===== config.mk =====
export PLATFORM = sky130hd
export DESIGN_NAME = parp_ctrl
export DESIGN_NICKNAME = d
export VERILOG_FILES = /design/src/logic/parp_pkg.sv /design/src/logic/parp_ctrl.sv /design/src/logic/parp_sync.sv /design/src/logic/parp_timer.sv
export SDC_FILE = /design/constraint.sdc
export NUM_CORES = 1
export LEC_CHECK = 0
export ABC_AREA = 1
export BUFFER_PORTS_ARGS = -buffer_cell sky130_fd_sc_hd__buf_2
export CORE_MARGIN = 2
export CORE_UTILIZATION = 42
export DETAILED_ROUTE_END_ITERATION = 12
export MAX_ROUTING_LAYER = met4
export PLACE_DENSITY = 0.62
export SETUP_SLACK_MARGIN = 0.5
export SYNTH_ARGS = -nofsm -noshare
export SYNTH_HDL_FRONTEND = slang
export SYNTH_SLANG_ARGS = --single-unit

===== constraint.sdc =====
create_clock -name pclk -period 1.75 [get_ports pclk]
set_input_delay 0.175 -clock pclk [delete_from_list [all_inputs] [get_ports pclk]]
set_output_delay 0.175 -clock pclk [all_outputs]
set_load 0.02 [all_outputs]

===== src/logic/parp_pkg.sv =====
// Constants shared by the preprocessor analyzer port controller.
// Assumes a 100 MHz pclk and 32-bit APB for the controller's own registers.
package parp_pkg;

  // Clock and pulse timing
  localparam int CLK_PERIOD_NS = 10;   // pclk period
  localparam int SETUP_NS      = 30;   // address/data ahead of a strobe
  localparam int STROBE_NS     = 100;  // least width of a low-true strobe
  localparam int SETUP_CYC     = (SETUP_NS + CLK_PERIOD_NS - 1) / CLK_PERIOD_NS;
  localparam int STROBE_CYC    = (STROBE_NS + CLK_PERIOD_NS - 1) / CLK_PERIOD_NS;
  localparam int TMR_W         = 8;    // timer width

  // Device addresses
  localparam logic [15:0] ADDR_PROC_ID_WR  = 16'h4300;
  localparam logic [15:0] ADDR_DATA_STROBE = 16'h4700;
  localparam logic [15:0] ADDR_BOARD_ID    = 16'h6000;
  localparam logic [15:0] ADDR_STATUS      = 16'h6001;
  localparam logic [15:0] ADDR_PROC_ID_RD  = 16'h6002;
  localparam logic [15:0] ADDR_MASTER_RST  = 16'h6003;

  // Analyzer channels
  localparam int CHAN_W = 48;

  // Controller register offsets
  localparam logic [11:0] OFF_CMD      = 12'h000;
  localparam logic [11:0] OFF_STAT     = 12'h004;
  localparam logic [11:0] OFF_CLKCNT   = 12'h008;
  localparam logic [11:0] OFF_CHAN_LO  = 12'h00c;
  localparam logic [11:0] OFF_CHAN_HI  = 12'h010;
  localparam logic [11:0] OFF_IRQ_STAT = 12'h014;
  localparam logic [11:0] OFF_IRQ_CLR  = 12'h018;
  localparam logic [11:0] OFF_IRQ_EN   = 12'h01c;
  localparam logic [11:0] OFF_LINES    = 12'h020;

  // Field positions
  localparam int CMD_DATA_LSB = 0;
  localparam int CMD_OP_LSB   = 8;
  localparam int STAT_BUSY    = 0;
  localparam int STAT_RD_LSB  = 8;
  localparam int IRQ_DONE     = 0;
  localparam int IRQ_ACLK     = 1;
  localparam int IRQ_W        = 2;
  localparam int LINE_STIM    = 0;
  localparam int LINE_HALT    = 1;

  // Operations that software can order
  typedef enum logic [2:0] {
    OP_BOARD_ID, OP_STATUS, OP_PROC_ID_RD, OP_MASTER_RST,
    OP_PREPROC_CLR, OP_PROC_ID_WR, OP_DATA_STROBE, OP_NONE
  } parp_op_t;

  // Strobe vector bit positions
  localparam int SB_BOARD = 0;
  localparam int SB_STAT  = 1;
  localparam int SB_PIDRD = 2;
  localparam int SB_MRST  = 3;
  localparam int SB_CLR   = 4;
  localparam int SB_PIDWR = 5;
  localparam int SB_DSTB  = 6;
  localparam int SB_W     = 7;
  localparam logic [SB_W-1:0] SB_IDLE = 7'h7f;

endpackage : parp_pkg


===== src/logic/parp_ctrl.sv =====
// Controller that drives the preprocessor board from the analyzer side
// and from the host bus side, ordered by software over APB.
// Assumes the board answers reads on cable_data within one strobe width.
//
// Functional notes
// - Identity read qualified by one low pulse
// - Write 4300H loads processor ID, low strobe
// - Write 6000H gives low preprocessor clear
// - Write analyzer_data_strobe strobes low byte pattern
`timescale 1ns/1ps
module parp_ctrl
  import parp_pkg::*;
(
  input  wire logic              pclk,                       // Clock, 100 MHz
  input  wire logic              presetn,                    // Async reset, low
  // APB slave
  input  wire logic              psel,                       // Select
  input  wire logic              penable,                    // Access phase
  input  wire logic              pwrite,                     // Write
  input  wire logic [11:0]       paddr,                      // Byte address
  input  wire logic [31:0]       pwdata,                     // Write data
  output logic      [31:0]       prdata,                     // Read data
  output logic                   pready,                     // Ready
  output logic                   pslverr,                    // Unmapped address
  output logic                   irq,                        // Level interrupt
  // Host bus side of the board
  output logic      [15:0]       bus_addr,                   // Address
  output logic      [7:0]        bus_data,                   // Data, inverted
  output logic                   proc_ident_write_strobe_n,  // 4300H write
  output logic                   data_write_strobe_n,        // analyzer_data_strobe write
  // Analyzer interface cable
  output logic                   board_ident_read_strobe_n,  // Identity read
  output logic                   status_read_strobe_n,       // Status read
  output logic                   proc_ident_read_strobe_n,   // Processor ID read
  output logic                   master_reset_strobe_n,      // Master reset
  output logic                   halt_qualify_clear_n,       // Preprocessor clear
  output logic                   stimulus_n,                 // Stimulus line
  output logic                   halt_n,                     // Halt line
  input  wire logic [7:0]        cable_data,                 // Read data, inverted
  input  wire logic              analyzer_clock_high,        // Clock channel 0 high
  input  wire logic              analyzer_clock_low,         // Clock channel 0 low
  input  wire logic [CHAN_W-1:0] chan_data                   // Analyzer channels
);
  import parp_pkg::*;

  // Synchronisers
  localparam int SW = 8 + 2 + CHAN_W;
  logic [SW-1:0]     sync_q;               // Synchronised pins
  logic [7:0]        cable_s;              // Cable data
  logic              ack_hi_s;             // High clock line
  logic              ack_lo_s;             // Low clock line
  logic [CHAN_W-1:0] chan_s;               // Channels

  parp_sync #(.W(SW)) u_sync (
    .pclk     (pclk),
    .presetn  (presetn),
    .async_in ({chan_data, analyzer_clock_low, analyzer_clock_high, cable_data}),
    .sync_out (sync_q)
  );
  assign cable_s  = sync_q[7:0];
  assign ack_hi_s = sync_q[8];
  assign ack_lo_s = sync_q[9];
  assign chan_s   = sync_q[SW-1:10];

  ////////////////////////////////////////////////////////////////////////////
  // Sequencer
  typedef enum logic [1:0] {ST_IDLE, ST_SETUP, ST_PULSE} parp_state_t;

  // Low-true strobe mask for an operation
  function automatic logic [SB_W-1:0] op_strobe(input parp_op_t op);
    logic [SB_W-1:0] m;
    m = SB_IDLE;
    case (op)
      OP_BOARD_ID:    m[SB_BOARD] = 1'b0;
      OP_STATUS:      m[SB_STAT]  = 1'b0;
      OP_PROC_ID_RD:  m[SB_PIDRD] = 1'b0;
      OP_MASTER_RST:  m[SB_MRST]  = 1'b0;
      OP_PREPROC_CLR: m[SB_CLR]   = 1'b0;
      OP_PROC_ID_WR:  m[SB_PIDWR] = 1'b0;
      OP_DATA_STROBE: m[SB_DSTB]  = 1'b0;
      default:        m = SB_IDLE;
    endcase
    return m;
  endfunction : op_strobe

  parp_state_t     state, next_state;         // Sequencer state
  parp_op_t        op, next_op;               // Operation in flight
  logic [SB_W-1:0] strobe, next_strobe;       // Strobe pins
  logic [15:0]     next_bus_addr;             // Next address
  logic [7:0]      next_bus_data;             // Next data
  logic [7:0]      rd_data, next_rd_data;     // Last read, true sense
  logic            busy, next_busy;           // Operation in flight
  logic            done_ev;                   // Operation finished
  logic            tmr_load;                  // Timer load
  logic [TMR_W-1:0] tmr_val;                  // Timer value
  logic            tmr_zero;                  // Timer run out
  logic            cmd_wr;                    // Command written
  logic            apb_wr;                    // APB write taken
  logic [TMR_W-1:0] id_low_cnt, next_id_low_cnt;  // Identity strobe low cycles

  parp_timer #(.W(TMR_W)) u_tmr (
    .pclk     (pclk),
    .presetn  (presetn),
    .load     (tmr_load),
    .load_val (tmr_val),
    .zero     (tmr_zero)
  );

  // Next sequencer values; a command while busy is dropped
  always_comb begin
    next_state    = state;
    next_op       = op;
    next_strobe   = strobe;
    next_bus_addr = bus_addr;
    next_bus_data = bus_data;
    next_rd_data  = rd_data;
    next_busy     = busy;
    done_ev       = 1'b0;
    tmr_load      = 1'b0;
    tmr_val       = '0;
    next_id_low_cnt = board_ident_read_strobe_n ? '0 : id_low_cnt + 1'b1;
    case (state)
      ST_IDLE: begin
        if (cmd_wr) begin
          next_op   = parp_op_t'(pwdata[CMD_OP_LSB +: 3]);
          next_busy = (next_op != OP_NONE);
          tmr_load  = 1'b1;
          tmr_val   = TMR_W'(SETUP_CYC - 1);
          next_bus_data = ~pwdata[CMD_DATA_LSB +: 8];  // Low-true on the wires
          if (next_op == OP_DATA_STROBE) begin
            // Pattern rides in the low address byte
            next_bus_addr = {ADDR_DATA_STROBE[15:8], pwdata[CMD_DATA_LSB +: 8]};
          end else if (next_op == OP_PROC_ID_WR) begin
            next_bus_addr = ADDR_PROC_ID_WR;
          end
          if (next_busy) begin
            next_state = ST_SETUP;
          end
        end
      end
      ST_SETUP: begin
        if (tmr_zero) begin
          // Exactly one low pulse per operation
          next_strobe = op_strobe(op);
          tmr_load    = 1'b1;
          tmr_val     = TMR_W'(STROBE_CYC - 1);
          next_state  = ST_PULSE;
        end
      end
      ST_PULSE: begin
        if (tmr_zero) begin
          // Capture before release; read has no side effect
          if (op == OP_BOARD_ID || op == OP_STATUS || op == OP_PROC_ID_RD) begin
            next_rd_data = ~cable_s;
          end
          next_strobe = SB_IDLE;
          next_busy   = 1'b0;
          done_ev     = 1'b1;
          next_state  = ST_IDLE;
        end
      end
      default: next_state = ST_IDLE;
    endcase
  end

  // Register sequencer state
  always_ff @(posedge pclk or negedge presetn) begin
    if (!presetn) begin
      state    <= ST_IDLE;
      op       <= OP_NONE;
      strobe   <= SB_IDLE;
      bus_addr <= '0;
      bus_data <= '0;
      rd_data  <= '0;
      busy     <= 1'b0;
      id_low_cnt <= '0;
    end else begin
      state    <= next_state;
      op       <= next_op;
      strobe   <= next_strobe;
      bus_addr <= next_bus_addr;
      bus_data <= next_bus_data;
      rd_data  <= next_rd_data;
      busy     <= next_busy;
      id_low_cnt <= next_id_low_cnt;
    end
  end

  assign board_ident_read_strobe_n = strobe[SB_BOARD];
  assign status_read_strobe_n      = strobe[SB_STAT];
  assign proc_ident_read_strobe_n  = strobe[SB_PIDRD];
  assign master_reset_strobe_n     = strobe[SB_MRST];
  assign halt_qualify_clear_n      = strobe[SB_CLR];
  assign proc_ident_write_strobe_n = strobe[SB_PIDWR];
  assign data_write_strobe_n       = strobe[SB_DSTB];

  ////////////////////////////////////////////////////////////////////////////
  // Analyzer clock watch
  logic              hi_d;                     // High line, last cycle
  logic [31:0]       clk_cnt, next_clk_cnt;    // Analyzer clocks seen
  logic [CHAN_W-1:0] chan_q, next_chan_q;      // Channels at last clock
  logic              aclk_ev;                  // Analyzer clock edge

  // One count per rising high line while low line is down
  always_comb begin
    aclk_ev      = ack_hi_s && !hi_d && !ack_lo_s;
    next_clk_cnt = aclk_ev ? clk_cnt + 32'h1 : clk_cnt;
    next_chan_q  = aclk_ev ? chan_s : chan_q;  // Load-mode pattern
  end

  // Register clock watch
  always_ff @(posedge pclk or negedge presetn) begin
    if (!presetn) begin
      hi_d    <= 1'b0;
      clk_cnt <= '0;
      chan_q  <= '0;
    end else begin
      hi_d    <= ack_hi_s;
      clk_cnt <= next_clk_cnt;
      chan_q  <= next_chan_q;
    end
  end

  ////////////////////////////////////////////////////////////////////////////
  // APB registers and interrupt
  logic [IRQ_W-1:0] irq_stat, next_irq_stat;   // Sticky events
  logic [IRQ_W-1:0] irq_en, next_irq_en;       // Enables
  logic [1:0]       lines, next_lines;         // Stimulus and halt asks
  logic [31:0]      next_prdata;               // Next read data
  logic             next_pready;               // Next ready
  logic             next_pslverr;              // Next error
  logic             next_irq;                  // Next interrupt
  logic             mapped;                    // Address decodes
  logic [IRQ_W-1:0] clr;                       // Clear request

  // Decode in setup phase, answer one cycle later
  always_comb begin
    apb_wr      = psel && penable && pready && pwrite;
    cmd_wr      = apb_wr && (paddr == OFF_CMD);
    next_prdata = '0;
    mapped      = 1'b1;
    if (paddr == OFF_CMD) begin
      next_prdata = '0;
    end else if (paddr == OFF_STAT) begin
      next_prdata[STAT_BUSY]          = busy;
      next_prdata[STAT_RD_LSB +: 8]   = rd_data;
    end else if (paddr == OFF_CLKCNT) begin
      next_prdata = clk_cnt;
    end else if (paddr == OFF_CHAN_LO) begin
      next_prdata = chan_q[31:0];
    end else if (paddr == OFF_CHAN_HI) begin
      next_prdata[CHAN_W-33:0] = chan_q[CHAN_W-1:32];
    end else if (paddr == OFF_IRQ_STAT) begin
      next_prdata[IRQ_W-1:0] = irq_stat;
    end else if (paddr == OFF_IRQ_CLR) begin
      next_prdata = '0;
    end else if (paddr == OFF_IRQ_EN) begin
      next_prdata[IRQ_W-1:0] = irq_en;
    end else if (paddr == OFF_LINES) begin
      next_prdata[1:0] = lines;
    end else begin
      mapped = 1'b0;
    end
    next_pready  = psel && !penable;
    next_pslverr = psel && !penable && !mapped;
    clr          = (apb_wr && paddr == OFF_IRQ_CLR) ? pwdata[IRQ_W-1:0] : '0;
    next_irq_stat = (irq_stat & ~clr) | {aclk_ev, done_ev};  // Set beats clear
    next_irq_en   = (apb_wr && paddr == OFF_IRQ_EN) ? pwdata[IRQ_W-1:0] : irq_en;
    next_lines    = (apb_wr && paddr == OFF_LINES) ? pwdata[1:0] : lines;
    next_irq      = |(next_irq_stat & next_irq_en);
  end

  // Register bus state
  always_ff @(posedge pclk or negedge presetn) begin
    if (!presetn) begin
      prdata     <= '0;
      pready     <= 1'b0;
      pslverr    <= 1'b0;
      irq_stat   <= '0;
      irq_en     <= '0;
      lines      <= '0;
      irq        <= 1'b0;
      stimulus_n <= 1'b1;
      halt_n     <= 1'b1;
    end else begin
      prdata     <= next_prdata;
      pready     <= next_pready;
      pslverr    <= next_pslverr;
      irq_stat   <= next_irq_stat;
      irq_en     <= next_irq_en;
      lines      <= next_lines;
      irq        <= next_irq;
      // Break sources the board gates by its control bits
      stimulus_n <= !next_lines[LINE_STIM];
      halt_n     <= !next_lines[LINE_HALT];
    end
  end
endmodule : parp_ctrl


===== src/logic/parp_sync.sv =====
// Two-flop synchroniser for a bundle of asynchronous levels.
// Assumes each bit is an independent level; words need their own handshake.
`timescale 1ns/1ps
module parp_sync #(
  parameter int W = 1                     // Number of bits
) (
  input  wire logic         pclk,         // Clock
  input  wire logic         presetn,      // Async reset, low
  input  wire logic [W-1:0] async_in,     // Raw pins
  output logic      [W-1:0] sync_out      // Synchronised levels
);
  logic [W-1:0] meta;                     // First stage, read only below

  // Two stages; only the second is seen by logic
  always_ff @(posedge pclk or negedge presetn) begin
    if (!presetn) begin
      meta     <= '0;
      sync_out <= '0;
    end else begin
      meta     <= async_in;
      sync_out <= meta;
    end
  end
endmodule : parp_sync


===== src/logic/parp_timer.sv =====
// Loadable down counter that times setup and strobe phases.
// Assumes the load value is at least one.
`timescale 1ns/1ps
module parp_timer #(
  parameter int W = 8                     // Counter width
) (
  input  wire logic         pclk,         // Clock
  input  wire logic         presetn,      // Async reset, low
  input  wire logic         load,         // Start a new count
  input  wire logic [W-1:0] load_val,     // Cycles minus one
  output logic              zero          // Count has run out
);
  logic [W-1:0] count;                    // Remaining cycles
  logic [W-1:0] next_count;               // Next count

  // Count down, stick at zero
  always_comb begin
    next_count = count;
    if (load) begin
      next_count = load_val;
    end else if (count != '0) begin
      next_count = count - 1'b1;
    end
  end

  // Register only
  always_ff @(posedge pclk or negedge presetn) begin
    if (!presetn) begin
      count <= '0;
    end else begin
      count <= next_count;
    end
  end

  assign zero = (count == '0);
endmodule : parp_timer


# Word-level counts from Yosys, hierarchy flattened
# Index checks and enable logic that the tools add are counted.
# W data, S select, Z words.
[word_totals]
ff_bits = 293
wordCells = 141
inputBits = 107
[classes]
bitwise_logic = 6
muxes = 53
eq_ne = 23
reduce_logical = 35
addsub = 2
[ops]
columns = ["cell", "n"]
rows = [
  ["$mux W32", 3],
  ["$mux W16", 4],
  ["$eq A12 B5 Y1 const B", 4],
  ["$add A32 B1 Y32 const B", 1],
  ["$eq A12 B4 Y1 const B", 2],
  ["$mux W2", 12],
  ["$mux W8", 3],
  ["$mux W1", 22],
  ["$mux W7", 3],
  ["$not A8 Y8", 2],
  ["$eq A3 B3 Y1 const B", 5],
  ["$pmux W7 S2", 1],
  ["$eq A12 B3 Y1 const B", 1],
  ["$eq A12 B6 Y1 const B", 1],
  ["$logic_not A12 Y1", 1],
  ["$reduce_and A3 Y1", 4],
  ["$logic_and A1 B1 Y1", 11],
  ["$logic_not A8 Y1", 1],
  ["$ne A2 B2 Y1 const B", 4],
  ["$pmux W4 S2", 1],
  ["$reduce_bool A2 Y1", 4],
  ["$reduce_bool A8 Y1", 1],
  ["$sub A8 B1 Y8 const B", 1],
  ["$eq A3 B2 Y1 const B", 2],
  ["17 further kinds", 25],
]

# Depth between registers and ports, before layout
# Gate-level depths: netlist (run 1).
[depth]
ltp_word = 12
ltp_mapped = 12
depth_no_buf = 11

# Cells and area by module
# Synthesis (run 1) repeated with hierarchy kept, for this count alone.
[unflattened]
hier_cells = 1038
area_unflattened_um2 = 10855.4
[modules_own_cells]
columns = ["mod", "area_each_um2", "seq_area_each_um2", "cells_each", "instances"]
rows = [
  ["parp_ctrl", 7434.6, 4093.9, 848, 1],
  ["parp_sync", 2902.8, 2902.8, 116, 1],
  ["parp_timer", 518.0, 200.2, 74, 1],
]

# Worst setup path after synthesis (run 1)
# OpenSTA, ideal clock, no wires.
[synth_path]
path_type = "reg-to-reg"
from = "register u_tmr.count[0]"
to = "register strobe[1]"
n_path_buf = 2
t_required_ps = 1673
setup_ps = 77
arrival_time_ps = 1666
setup_slack_ps = 7
stages_incl_launch_ff = 12
path_cell_list = "dfrtp_1 -> inv_1 -> ha_1 -> nor3b_4 -> nand4_2 -> nor2_2 -> buf_6 -> nand2_4 -> nand2_4 -> buf_12 -> nor2_1 -> a31oi_1"
[synth_between]
elab_chain_len = 3
word_cells_on_any_way = 4
cone_classes = "2 x eq/ne; 2 x reduce/logical"
[synth_lines]
columns = ["item", "line_no", "text"]
rows = [
  ["from (decl)", "parp_timer.sv:13", "logic [W-1:0] count;"],
  ["from (signal assigned)", "parp_timer.sv:31", "count <= next_count;"],
  ["$logic_not A8 Y1 *", "parp_timer.sv:35", "assign zero = (count == '0);"],
  ["$ne A2 B2 Y1 (no line)", "--", ""],
  ["$reduce_and A3 Y1 (no line) *", "--", ""],
  ["to (signal assigned)", "parp_ctrl.sv:180", "strobe <= next_strobe;"],
  ["to (decl)", "parp_ctrl.sv:88", "logic [SB_W-1:0] strobe, next_strobe;"],
]
# Mark *: on every way between the ends. The rest lies on a longest branch, timed or not.
# A chain may end at the register's enable or synchronous reset.

# Worst setup path in the final report (run 1)
[layout_path]
from = "register clk_cnt[8]"
to = "register clk_cnt[23]"
[layout_between]
elab_chain_len = 1
[layout_lines]
columns = ["item", "line_no", "text"]
rows = [
  ["from (decl)", "parp_ctrl.sv:200", "logic [31:0] clk_cnt, next_clk_cnt;"],
  ["from (signal assigned)", "parp_ctrl.sv:219", "clk_cnt <= next_clk_cnt;"],
  ["$add A32 B1 Y32", "parp_ctrl.sv:207", "next_clk_cnt = aclk_ev ? clk_cnt + 32'h1 : clk_cnt;"],
]
# No other way between the ends.

==> impl_metrics.env, run 1 <==
export IMPL_run_status="finished with violations"
export IMPL_violations="setup timing"
export IMPL_pre_cts_ws_ns=-0.0588
export IMPL_area_growth_pct=53.0
export IMPL_ys_ff_latch=287
export IMPL_htree_num_levels=1
export IMPL_die_h_um=163
export IMPL_leakagePower_nw=8.03
export IMPL_peakVddDrop_mv=0.785
export IMPL_cp_required_ns=2.18
export IMPL_crit_path_top_delay_cell="dfrtp_2"
export IMPL_seq_area_frac_synth=0.677
export IMPL_grt_total_usage=0.204
export IMPL_synth_top_area_cell="dfrtp_1"
export IMPL_clock_root_buffer="clkbuf_16"
export IMPL_p_sw_frac=0.229
export IMPL_hold_class="in -> reg"
export IMPL_fin_nets=1477
export IMPL_clk_latency_ns=0.54
export IMPL_rsz0062_at_grt="true"
export IMPL_synth_cell_type_count=45
export IMPL_cp_cell_sequence="nand2_1 > inv_1 > nand3_1 > nor3_4 > nand4_1 > buf_4 > xor2_2"
export IMPL_synth_area_leaders="dfrtp_1 (65%), nand2_1 (11%), o21ai_0 (3.3%)"
export IMPL_synth_async_reset_ratio=1.00
export IMPL_wl_um=28400
export IMPL_critPathTopFamily="simple AND/OR/NAND/NOR gates"
export IMPL_max_cap_viol_count=0
export IMPL_endpoint_kind="register"
export IMPL_die_area_um2=26600
export IMPL_first_global_vias=8172
export IMPL_utilization=0.650
export IMPL_seqCellArea_um2=7210
export IMPL_drt_initial_drc_count=516
export IMPL_critPathMaxStageDelay_ns=0.46
export IMPL_syn_area_um2=10600
export IMPL_syn_inst=1006
export IMPL_start_util=0.425
export IMPL_fmaxAchievable_mhz=557
export IMPL_maxSlewHeadroom=0.608
export IMPL_wl_per_cell_um=16.5
export IMPL_row_count=58
export IMPL_die_w_um=163
export IMPL_design_area_um2=16300
export IMPL_fillers=1866
export IMPL_cts_tree="done"
export IMPL_avgSynthCellArea_um2=10.6
export IMPL_worstSetupPathType="reg -> reg"
export IMPL_firstDrtPassIters=5
export IMPL_clkTransAtPathRegs_ns=0.07
export IMPL_synthMostInstantiatedCell="nand2_1"
export IMPL_cts_buffer_depth=3
export IMPL_setup_tns_ns=-0.114
export IMPL_core_area_um2=25000
export IMPL_synth_commonest_cells="nand2_1 (301), dfrtp_1 (275), inv_1 (75)"
export IMPL_synth_top_area_frac=0.647
export IMPL_synth_edf_count=0
export IMPL_place_congestion=0.866
export IMPL_placed_area_um2=12300
export IMPL_fin_ws_ns=-0.0469
export IMPL_port_buffers=149
export IMPL_finalClockSkew_ns=0.00953
export IMPL_drcViolationCount=0
export IMPL_postRouteAntennaNets=0
export IMPL_vias=8409
export IMPL_worst_path_max_fanout=4
export IMPL_grt_max_degree=61
export IMPL_via_per_inst=4.88
export IMPL_clock_power_share=0.439
export IMPL_total_power_mw=15.3
export IMPL_p_comb_frac=0.088
export IMPL_finalMaxSlewViolations=0
export IMPL_p_int_mw=11.8
export IMPL_multiInputGateArea_um2=3800
export IMPL_cp_start_kind="register"
export IMPL_grt_pass1_wl_um=41700
export IMPL_antenna_found_initial=0
export IMPL_ios=175
export IMPL_tightest_slew_ns=0.586
export IMPL_numCtsBuffers=30
export IMPL_synth_flop_cell="dfrtp_1"
export IMPL_finalCriticalPeriod_ns=1.80
export IMPL_power_frac_seq=0.473
export IMPL_drive_gt1_frac=0.390
export IMPL_arrival_ns=2.23
export IMPL_dp_hpwl_um=15900
export IMPL_regToRegSetupSlack_ns=-0.05
export IMPL_clock_sinks=287
export IMPL_cp_num_buf_inv=2
export IMPL_yosys_warnings=0
export IMPL_final_hold_violation_count=0
export IMPL_grt_ovfl_total=0
export IMPL_powerDensity_nw_per_um2=943
export IMPL_setup_viol=5
export IMPL_post_route_period_util=1.03
export IMPL_switchingPower_mw=3.51
export IMPL_num_antenna_cells=0
==> layer usage <==
layer | vias to the layer above | GRT usage | share of wire
li1 | 3935 | - | -
met1 | 4092 | 0.260 | 0.40
met2 | 301 | 0.340 | 0.51
met3 | 81 | 0.0277 | 0.058
met4 | 0 | 0.0619 | 0.031
met5 | - | - | 0
==> state kept, by name (all words and copies together), names as in the netlist, 3 cells and up <==
signal	cells
u_sync.meta	58
u_sync.sync_out	58
chan_q	48
clk_cnt	32
prdata	32
bus_addr	10
bus_data	8
rd_data	8
u_tmr.count	8
strobe	7
op	3
==> final timing paths <==
kind / startpoint / end / depth (start not counted)
worst max register to register: clk_cnt[8] / clk_cnt[23] / 7
min in group asynchronous: presetn / u_sync.sync_out[32] / 2
worst min-delay path: psel / pslverr / 5
worst min register to register: u_sync.meta[38] / u_sync.sync_out[38] / 0
worst max-delay path: clk_cnt[8] / clk_cnt[23] / 7
max in group asynchronous: presetn / clk_cnt[1] / 3
==> metrics by stage <==
stage,std cells,hold slack (ns)
final,1722,0.0420
after detailed placement,1502,0.154
after floorplan,1009,-0.121
after global placement,1502,0.159
after CTS,1690,0.0128
after global routing,1722,0.0637
==> cell families after synthesis <==
logic type	Yosys count	share of synthesized area
flops	287	0.677
simple gates	457	0.187
buf+inv	113	0.0475
fa+ha+maj	2	0.00235
other cells	1	0.000353
compound gates	113	0.0585
xor+xnor	33	0.0272
==> what timing repair did <==
| item | in CTS | in global routing |
|---|---|---|
| resized for setup | 223 | 175 |
| setup buffers | 54 | 28 |
| endpoints found under the setup margin | 179 | 198 |
| endpoints found under the hold margin | 217 | 0 |
| pin swaps | 45 | 44 |
| hold buffers | 72 | 0 |
| cloned | 6 | 4 |
==> area by class of cell <==
class | instances | area share
clock buffers | 41 | 0.0524
flip-flops and latches | 287 | 0.443
well taps | 330 | 0.0254
clock inverters | 15 | 0.0134
multi-input cells | 610 | 0.234
repair buffers | 359 | 0.208
repair inverters | 2 | 0.00200
inverters | 78 | 0.0221
==> layout by cell type, fill, tap and decap left out, types with 18 or more instances in the layout <==
cell type / n
dfrtp_1: 267
nand2_1: 205
buf_6: 99
buf_2: 88
buf_4: 74
dlygate4sd3_1: 72
inv_1: 60
nand2_2: 60
o21ai_0: 48
nor2_1: 39
nand2_4: 36
clkbuf_16: 34
nand3_1: 30
xor2_1: 22
nand4_1: 21
o21ai_1: 21
a21oi_1: 18
nor2_4: 18
==> power by group through the flow <==
| stage | Clock, mW | Combinational, mW | Sequential, mW |
|---|---|---|---|
| finish | 6.74 | 1.35 | 7.25 |
| global route | 7.16 | 1.46 | 7.29 |
| CTS | 6.86 | 1.09 | 7.20 |
| detailed placement | 0 | 0.705 | 7.32 |
| global placement | 0 | 0.691 | 7.31 |
| floorplan | 0 | 0.346 | 7.26 |
==> worst min-delay path, stage by stage <==
cell     delay [ns]
buf_2          0.10
inv_1          0.04
nor2_1         0.07
nand4_1        0.09
nor4_1         0.06
(Power assumes the default switching activity.)
==> run 2, diff against run 1 <==
--- a/config.mk
+++ b/config.mk
@@ -7,6 +7,7 @@
 export LEC_CHECK = 0
 export ABC_AREA = 1
 export BUFFER_PORTS_ARGS = -buffer_cell sky130_fd_sc_hd__buf_2
+export CORE_ASPECT_RATIO = 1.5
 export CORE_MARGIN = 2
 export CORE_UTILIZATION = 42
 export DETAILED_ROUTE_END_ITERATION = 12
==> run 2 against run 1 <==
  * The flow still finishes with violations (setup timing)
  * Cell count up 1.5%
  * Die area is essentially flat
  * Register-to-register slack gained 0.03 ns
  * Count of clock-buffer cells in the layout fell by 8
  * Critical path type unchanged
  * Clock power shrank 5.6%
  * Setup slack gained 0.025 ns
  * Core utilization grew 2.9 points
  * First-iteration DRC count grew 4.1%
  * Total power is 2.0% lower
  * Combinational power about the same
  * Clock skew rose by 0.019 ns
==> impl_metrics.env, run 2 (same netlist as run 1, synthesis figures left out) <==
export IMPL_run_status="finished with violations"
export IMPL_violations="setup timing"
export IMPL_wl_per_cell_um=18.2
export IMPL_top_regs="u_sync.meta (58), u_sync.sync_out (58), chan_q (48)"
export IMPL_antenna_found_initial=0
export IMPL_postRouteAntennaNets=0
export IMPL_core_area_um2=25000
export IMPL_final_hold_violation_count=0
export IMPL_die_w_um=134
export IMPL_place_congestion=0.905
export IMPL_max_cap_viol_count=0
export IMPL_start_util=0.426
export IMPL_grt_pass1_wl_um=45700
export IMPL_maxSlewHeadroom=0.479
export IMPL_rr_worst_depth=10
export IMPL_wl_um=31700
export IMPL_regToRegSetupSlack_ns=-0.02
export IMPL_whs_path_depth=5
export IMPL_rsz0062_at_grt="true"
export IMPL_grt_max_degree=59
export IMPL_cp_start_kind="register"
export IMPL_cts_buffer_depth=3
export IMPL_peakVddDrop_mv=0.800
export IMPL_cp_required_ns=2.23
export IMPL_area_growth_pct=59.5
export IMPL_endpoint_kind="register"
export IMPL_die_h_um=199
export IMPL_final_common_cell="dfrtp_1"
export IMPL_finalCriticalPeriod_ns=1.77
export IMPL_dpl_cell_count=1500
export IMPL_leakagePower_nw=8.41
export IMPL_setup_tns_ns=-0.0533
export IMPL_arrival_ns=2.25
export IMPL_numCtsBuffers=27
export IMPL_utilization=0.679
export IMPL_fin_ws_ns=-0.0215
export IMPL_grt_ovfl_total=0
export IMPL_hold_class="in -> reg"
export IMPL_grt_total_usage=0.227
export IMPL_clk_latency_ns=0.57
export IMPL_port_buffers=149
export IMPL_fmaxAchievable_mhz=565
export IMPL_finalClockSkew_ns=0.0289
export IMPL_via_per_inst=5.01
export IMPL_fillers=1651
export IMPL_clkTransAtPathRegs_ns=0.07
export IMPL_holdWs_ns=0.0501
export IMPL_drive_gt1_frac=0.450
export IMPL_worst_path_max_fanout=7
export IMPL_setup_viol=3
export IMPL_tightest_slew_ns=0.775
export IMPL_powerDensity_nw_per_um2=886
export IMPL_layoutNonFillerInstCount=1747
export IMPL_drt_initial_drc_count=537
export IMPL_fin_nets=1508
export IMPL_clock_sinks=287
export IMPL_vias=8753
export IMPL_ios=175
export IMPL_post_route_period_util=1.01
export IMPL_dp_hpwl_um=16800
export IMPL_drcViolationCount=0
export IMPL_row_count=71
export IMPL_cts_tree="done"
export IMPL_mostFrequentLayoutCells="dfrtp_1 (270), nand2_1 (166), buf_6 (108)"
export IMPL_num_antenna_cells=0
export IMPL_worstSetupPathType="reg -> reg"
export IMPL_first_global_vias=8829
export IMPL_die_area_um2=26600
export IMPL_firstDrtPassIters=5
export IMPL_clock_root_buffer="clkbuf_16"
export IMPL_finalMaxSlewViolations=0
export IMPL_htree_num_levels=1
run 2: changes by cell type in the layout (fill, tap and decap cells not counted), moves of 16 or more:
cell     before  now
buf_4        74   90
nand2_2      60   78
nand2_1     205  166
nand2_4      36   58
run 2: metrics by stage:
step | total power, mW | cell area, um2 | worst slack (ns)
6_report | 15.0 | 17000 | -0.0215
5_1_grt | 15.6 | 17000 | -0.142
2_1_floorplan | 7.61 | 10900 | 0.0155
4_1_cts | 14.8 | 15900 | 0.0782
3_3_place_gp | 8.02 | 12200 | -0.0215
3_5_place_dp | 8.04 | 12200 | -0.0527
run 2: layer usage:
metal,routed length (um),global-route usage,vias to the layer above
li1,-,-,4001
met1,11600,0.257,4329
met2,17100,0.401,306
met3,1230,0.0260,117
met4,1790,0.108,0
met5,0,-,-
run 2: final timing paths:
check	startpoint	to
setup / recovery	u_tmr.count[0]	strobe[5]
hold / removal	psel	pslverr
setup reg to reg	u_tmr.count[0]	strobe[5]
hold reg to reg	u_sync.meta[21]	u_sync.sync_out[21]
max in group asynchronous	presetn	chan_q[21]
min in group asynchronous	presetn	u_sync.sync_out[2]
run 2: final cells by class:
type,instances,area (um2),area share
timing repair buffer,392,3860,0.228
sequential,287,7200,0.425
tap,328,410,0.0242
timing repair inverter,2,20.0,0.00118
clock inverter,16,236,0.0139
multi-input combinational,611,4120,0.243
inverter,78,370,0.0218
clock buffer,33,738,0.0435
run 2: critical path, stage by stage, from the launching register on:
cell	delay, ns
dfrtp_1	0.40
inv_2	0.09
ha_4	0.14
nor3b_4	0.19
nand4_2	0.14
nor2_4	0.18
buf_6	0.15
nand2_8	0.07
nand2_8	0.11
nand4_1	0.10
o21a_1	0.13
run 2: what timing repair did:
action / in CTS / in global routing
pin swaps: 74 / 60
endpoints found under the setup margin: 187 / 199
cloned: 17 / 0
setup buffers: 75 / 34
gates resized for setup: 311 / 196
hold endpoints to repair: 357 / 0
hold buffers: 72 / 0
run 2: power breakdown:
| group | internal (mW) | switching, mW | leakage [nW] | total [mW] |
|---|---|---|---|---|
| sequential | 7.00 | 0.292 | 3.56 | 7.30 |
| combinational | 0.682 | 0.687 | 4.37 | 1.37 |
| clock | 3.77 | 2.59 | 0.476 | 6.36 |
==> run 3, diff against run 2 <==
--- a/config.mk
+++ b/config.mk
@@ -13,6 +13,7 @@
 export DETAILED_ROUTE_END_ITERATION = 12
 export MAX_ROUTING_LAYER = met4
 export PLACE_DENSITY = 0.62
+export RECOVER_POWER = 50
 export SETUP_SLACK_MARGIN = 0.5
 export SYNTH_ARGS = -nofsm -noshare
 export SYNTH_HDL_FRONTEND = slang
==> run 3 against run 2 <==
  * The run still ends with setup timing left
  * Hold slack got worse by 0.0091 ns
  * Clock skew decreased by 0.0016 ns
  * Non-clock buffer count unchanged
  * Die area unchanged
  * Cell area decreased by 0.24%
  * Clock power about the same
  * Sequential share of layout area increased by 0.10 points
  * Cell count unchanged
  * First-iteration DRC count decreased by 2.0%
  * Routed wire length about the same
  * Fmax about the same
  * Setup slack about the same
  * Largest power group unchanged
  * Highest routed layer unchanged
==> impl_metrics.env, run 3 (same netlist as run 1, synthesis figures left out) <==
export IMPL_run_status="finished with violations"
export IMPL_violations="setup timing"
export IMPL_maxSlewHeadroom=0.0345
export IMPL_clock_root_buffer="clkbuf_16"
export IMPL_antenna_found_initial=0
export IMPL_busiest_layer="met2"
export IMPL_first_global_vias=8829
export IMPL_area_growth_pct=59.1
export IMPL_die_h_um=199
export IMPL_grt_ovfl_total=0
export IMPL_htree_num_levels=1
export IMPL_drive_gt1_frac=0.446
export IMPL_firstDrtPassIters=5
export IMPL_top_regs="u_sync.meta (58), u_sync.sync_out (58), chan_q (48)"
export IMPL_clock_power_share=0.424
export IMPL_start_util=0.426
export IMPL_grt_max_degree=59
export IMPL_use_met2=0.401
export IMPL_worst_path_max_fanout=7
export IMPL_via_per_inst=4.99
export IMPL_drt_initial_drc_count=526
export IMPL_leakagePower_nw=8.38
export IMPL_dpl_cell_count=1500
export IMPL_design_area_um2=16900
export IMPL_holdWs_ns=0.0410
export IMPL_grt_total_usage=0.227
export IMPL_die_w_um=134
export IMPL_fmaxAchievable_mhz=564
export IMPL_fin_nets=1508
export IMPL_wl_um=31700
export IMPL_ios=175
export IMPL_postRouteAntennaNets=0
export IMPL_switchingPower_mw=3.58
export IMPL_die_area_um2=26600
export IMPL_rsz0062_at_grt="true"
export IMPL_place_congestion=0.905
export IMPL_use_met1=0.257
export IMPL_power_frac_seq=0.486
export IMPL_p_sw_frac=0.238
export IMPL_finalCriticalPeriod_ns=1.77
export IMPL_final_common_cell="dfrtp_1"
export IMPL_wl_per_cell_um=18.2
export IMPL_p_comb_frac=0.090
export IMPL_cts_buffer_depth=3
export IMPL_cp_start_kind="register"
export IMPL_final_hold_violation_count=0
export IMPL_finalClockSkew_ns=0.0272
export IMPL_grt_pass1_wl_um=45700
export IMPL_dp_hpwl_um=16800
export IMPL_arrival_ns=2.26
export IMPL_p_int_mw=11.4
export IMPL_mostFrequentLayoutCells="dfrtp_1 (270), nand2_1 (166), buf_6 (109)"
export IMPL_finalMaxSlewViolations=0
export IMPL_met3_usage=0.0260
export IMPL_worstSetupPathType="reg -> reg"
export IMPL_powerDensity_nw_per_um2=888
export IMPL_clkTransAtPathRegs_ns=0.07
export IMPL_clock_sinks=287
export IMPL_layoutNonFillerInstCount=1747
export IMPL_port_buffers=149
export IMPL_cts_tree="done"
export IMPL_fin_ws_ns=-0.0219
export IMPL_endpoint_kind="register"
export IMPL_row_count=71
export IMPL_post_route_period_util=1.01
export IMPL_setup_tns_ns=-0.0542
export IMPL_cp_required_ns=2.23
export IMPL_vias=8725
export IMPL_core_area_um2=25000
export IMPL_hold_class="in -> reg"
export IMPL_drcViolationCount=0
export IMPL_tightest_slew_ns=1.45
export IMPL_setup_viol=3
export IMPL_utilization=0.678
export IMPL_placed_area_um2=12200
export IMPL_peakVddDrop_mv=0.805
export IMPL_numCtsBuffers=27
export IMPL_max_cap_viol_count=0
export IMPL_clk_latency_ns=0.57
export IMPL_num_antenna_cells=0
## run 3: power groups by stage
stage / sequential, mW / clock (mW) / combinational, mW
6_report: 7.30 / 6.37 / 1.36
3_5_place_dp: 7.34 / 0 / 0.694
3_3_place_gp: 7.34 / 0 / 0.679
2_1_floorplan: 7.26 / 0 / 0.346
4_1_cts: 7.25 / 6.45 / 1.13
5_1_grt: 7.32 / 6.76 / 1.48
## run 3: metrics by stage
stage | setup slack (ns) | power (mW)
floorplan | 0.0155 | 7.61
global placement | -0.0215 | 8.02
detailed placement | -0.0527 | 8.04
CTS | 0.0782 | 14.8
global route | -0.142 | 15.6
finish | -0.0219 | 15.0
## run 3: what timing repair did
item	in CTS	in global routing
endpoints found under the hold margin	357	0
gates resized for setup	311	196
hold buffers	72	0
setup buffers	75	34
pin swaps	74	60
cloned	17	0
endpoints found under the setup margin	187	199
## run 3: metal layers
layer,vias to the layer above,wire [um]
met2,287,17200
li1,4002,-
met1,4322,11500
met4,0,1750
met5,-,0
met3,114,1270
## run 3: critical path, stage by stage, from the launching register on
cell and delay [ns]:
dfrtp_1 0.40, inv_2 0.09, ha_4 0.14, nor3b_4 0.19
nand4_2 0.14, nor2_4 0.18, buf_6 0.15, nand2_8 0.07
nand2_8 0.11, nand4_1 0.10, o21a_1 0.13
## run 3: final timing paths
| check | startpoint | endpoint | slack (ns) | cells after the start |
|---|---|---|---|---|
| max in group asynchronous | presetn | u_sync.meta[39] | 0.18 | 3 |
| min reg2reg | u_sync.meta[13] | u_sync.sync_out[13] | 0.34 | 0 |
| min in group asynchronous | presetn | u_sync.sync_out[2] | 0.50 | 2 |
| max | u_tmr.count[0] | strobe[5] | -0.02 | 10 |
| max reg2reg | u_tmr.count[0] | strobe[5] | -0.02 | 10 |
| min | pwdata[10] | busy | 0.04 | 4 |
## run 3: cell type report
class | count | area [um2]
Clock buffer | 33 | 738
Clock inverter | 16 | 236
Fill cell | 1659 | 8050
Inverter | 78 | 370
Multi-Input combinational cell | 611 | 4120
Sequential cell | 287 | 7200
Tap cell | 328 | 410
Timing Repair Buffer | 392 | 3820
Timing Repair inverter | 2 | 20.0
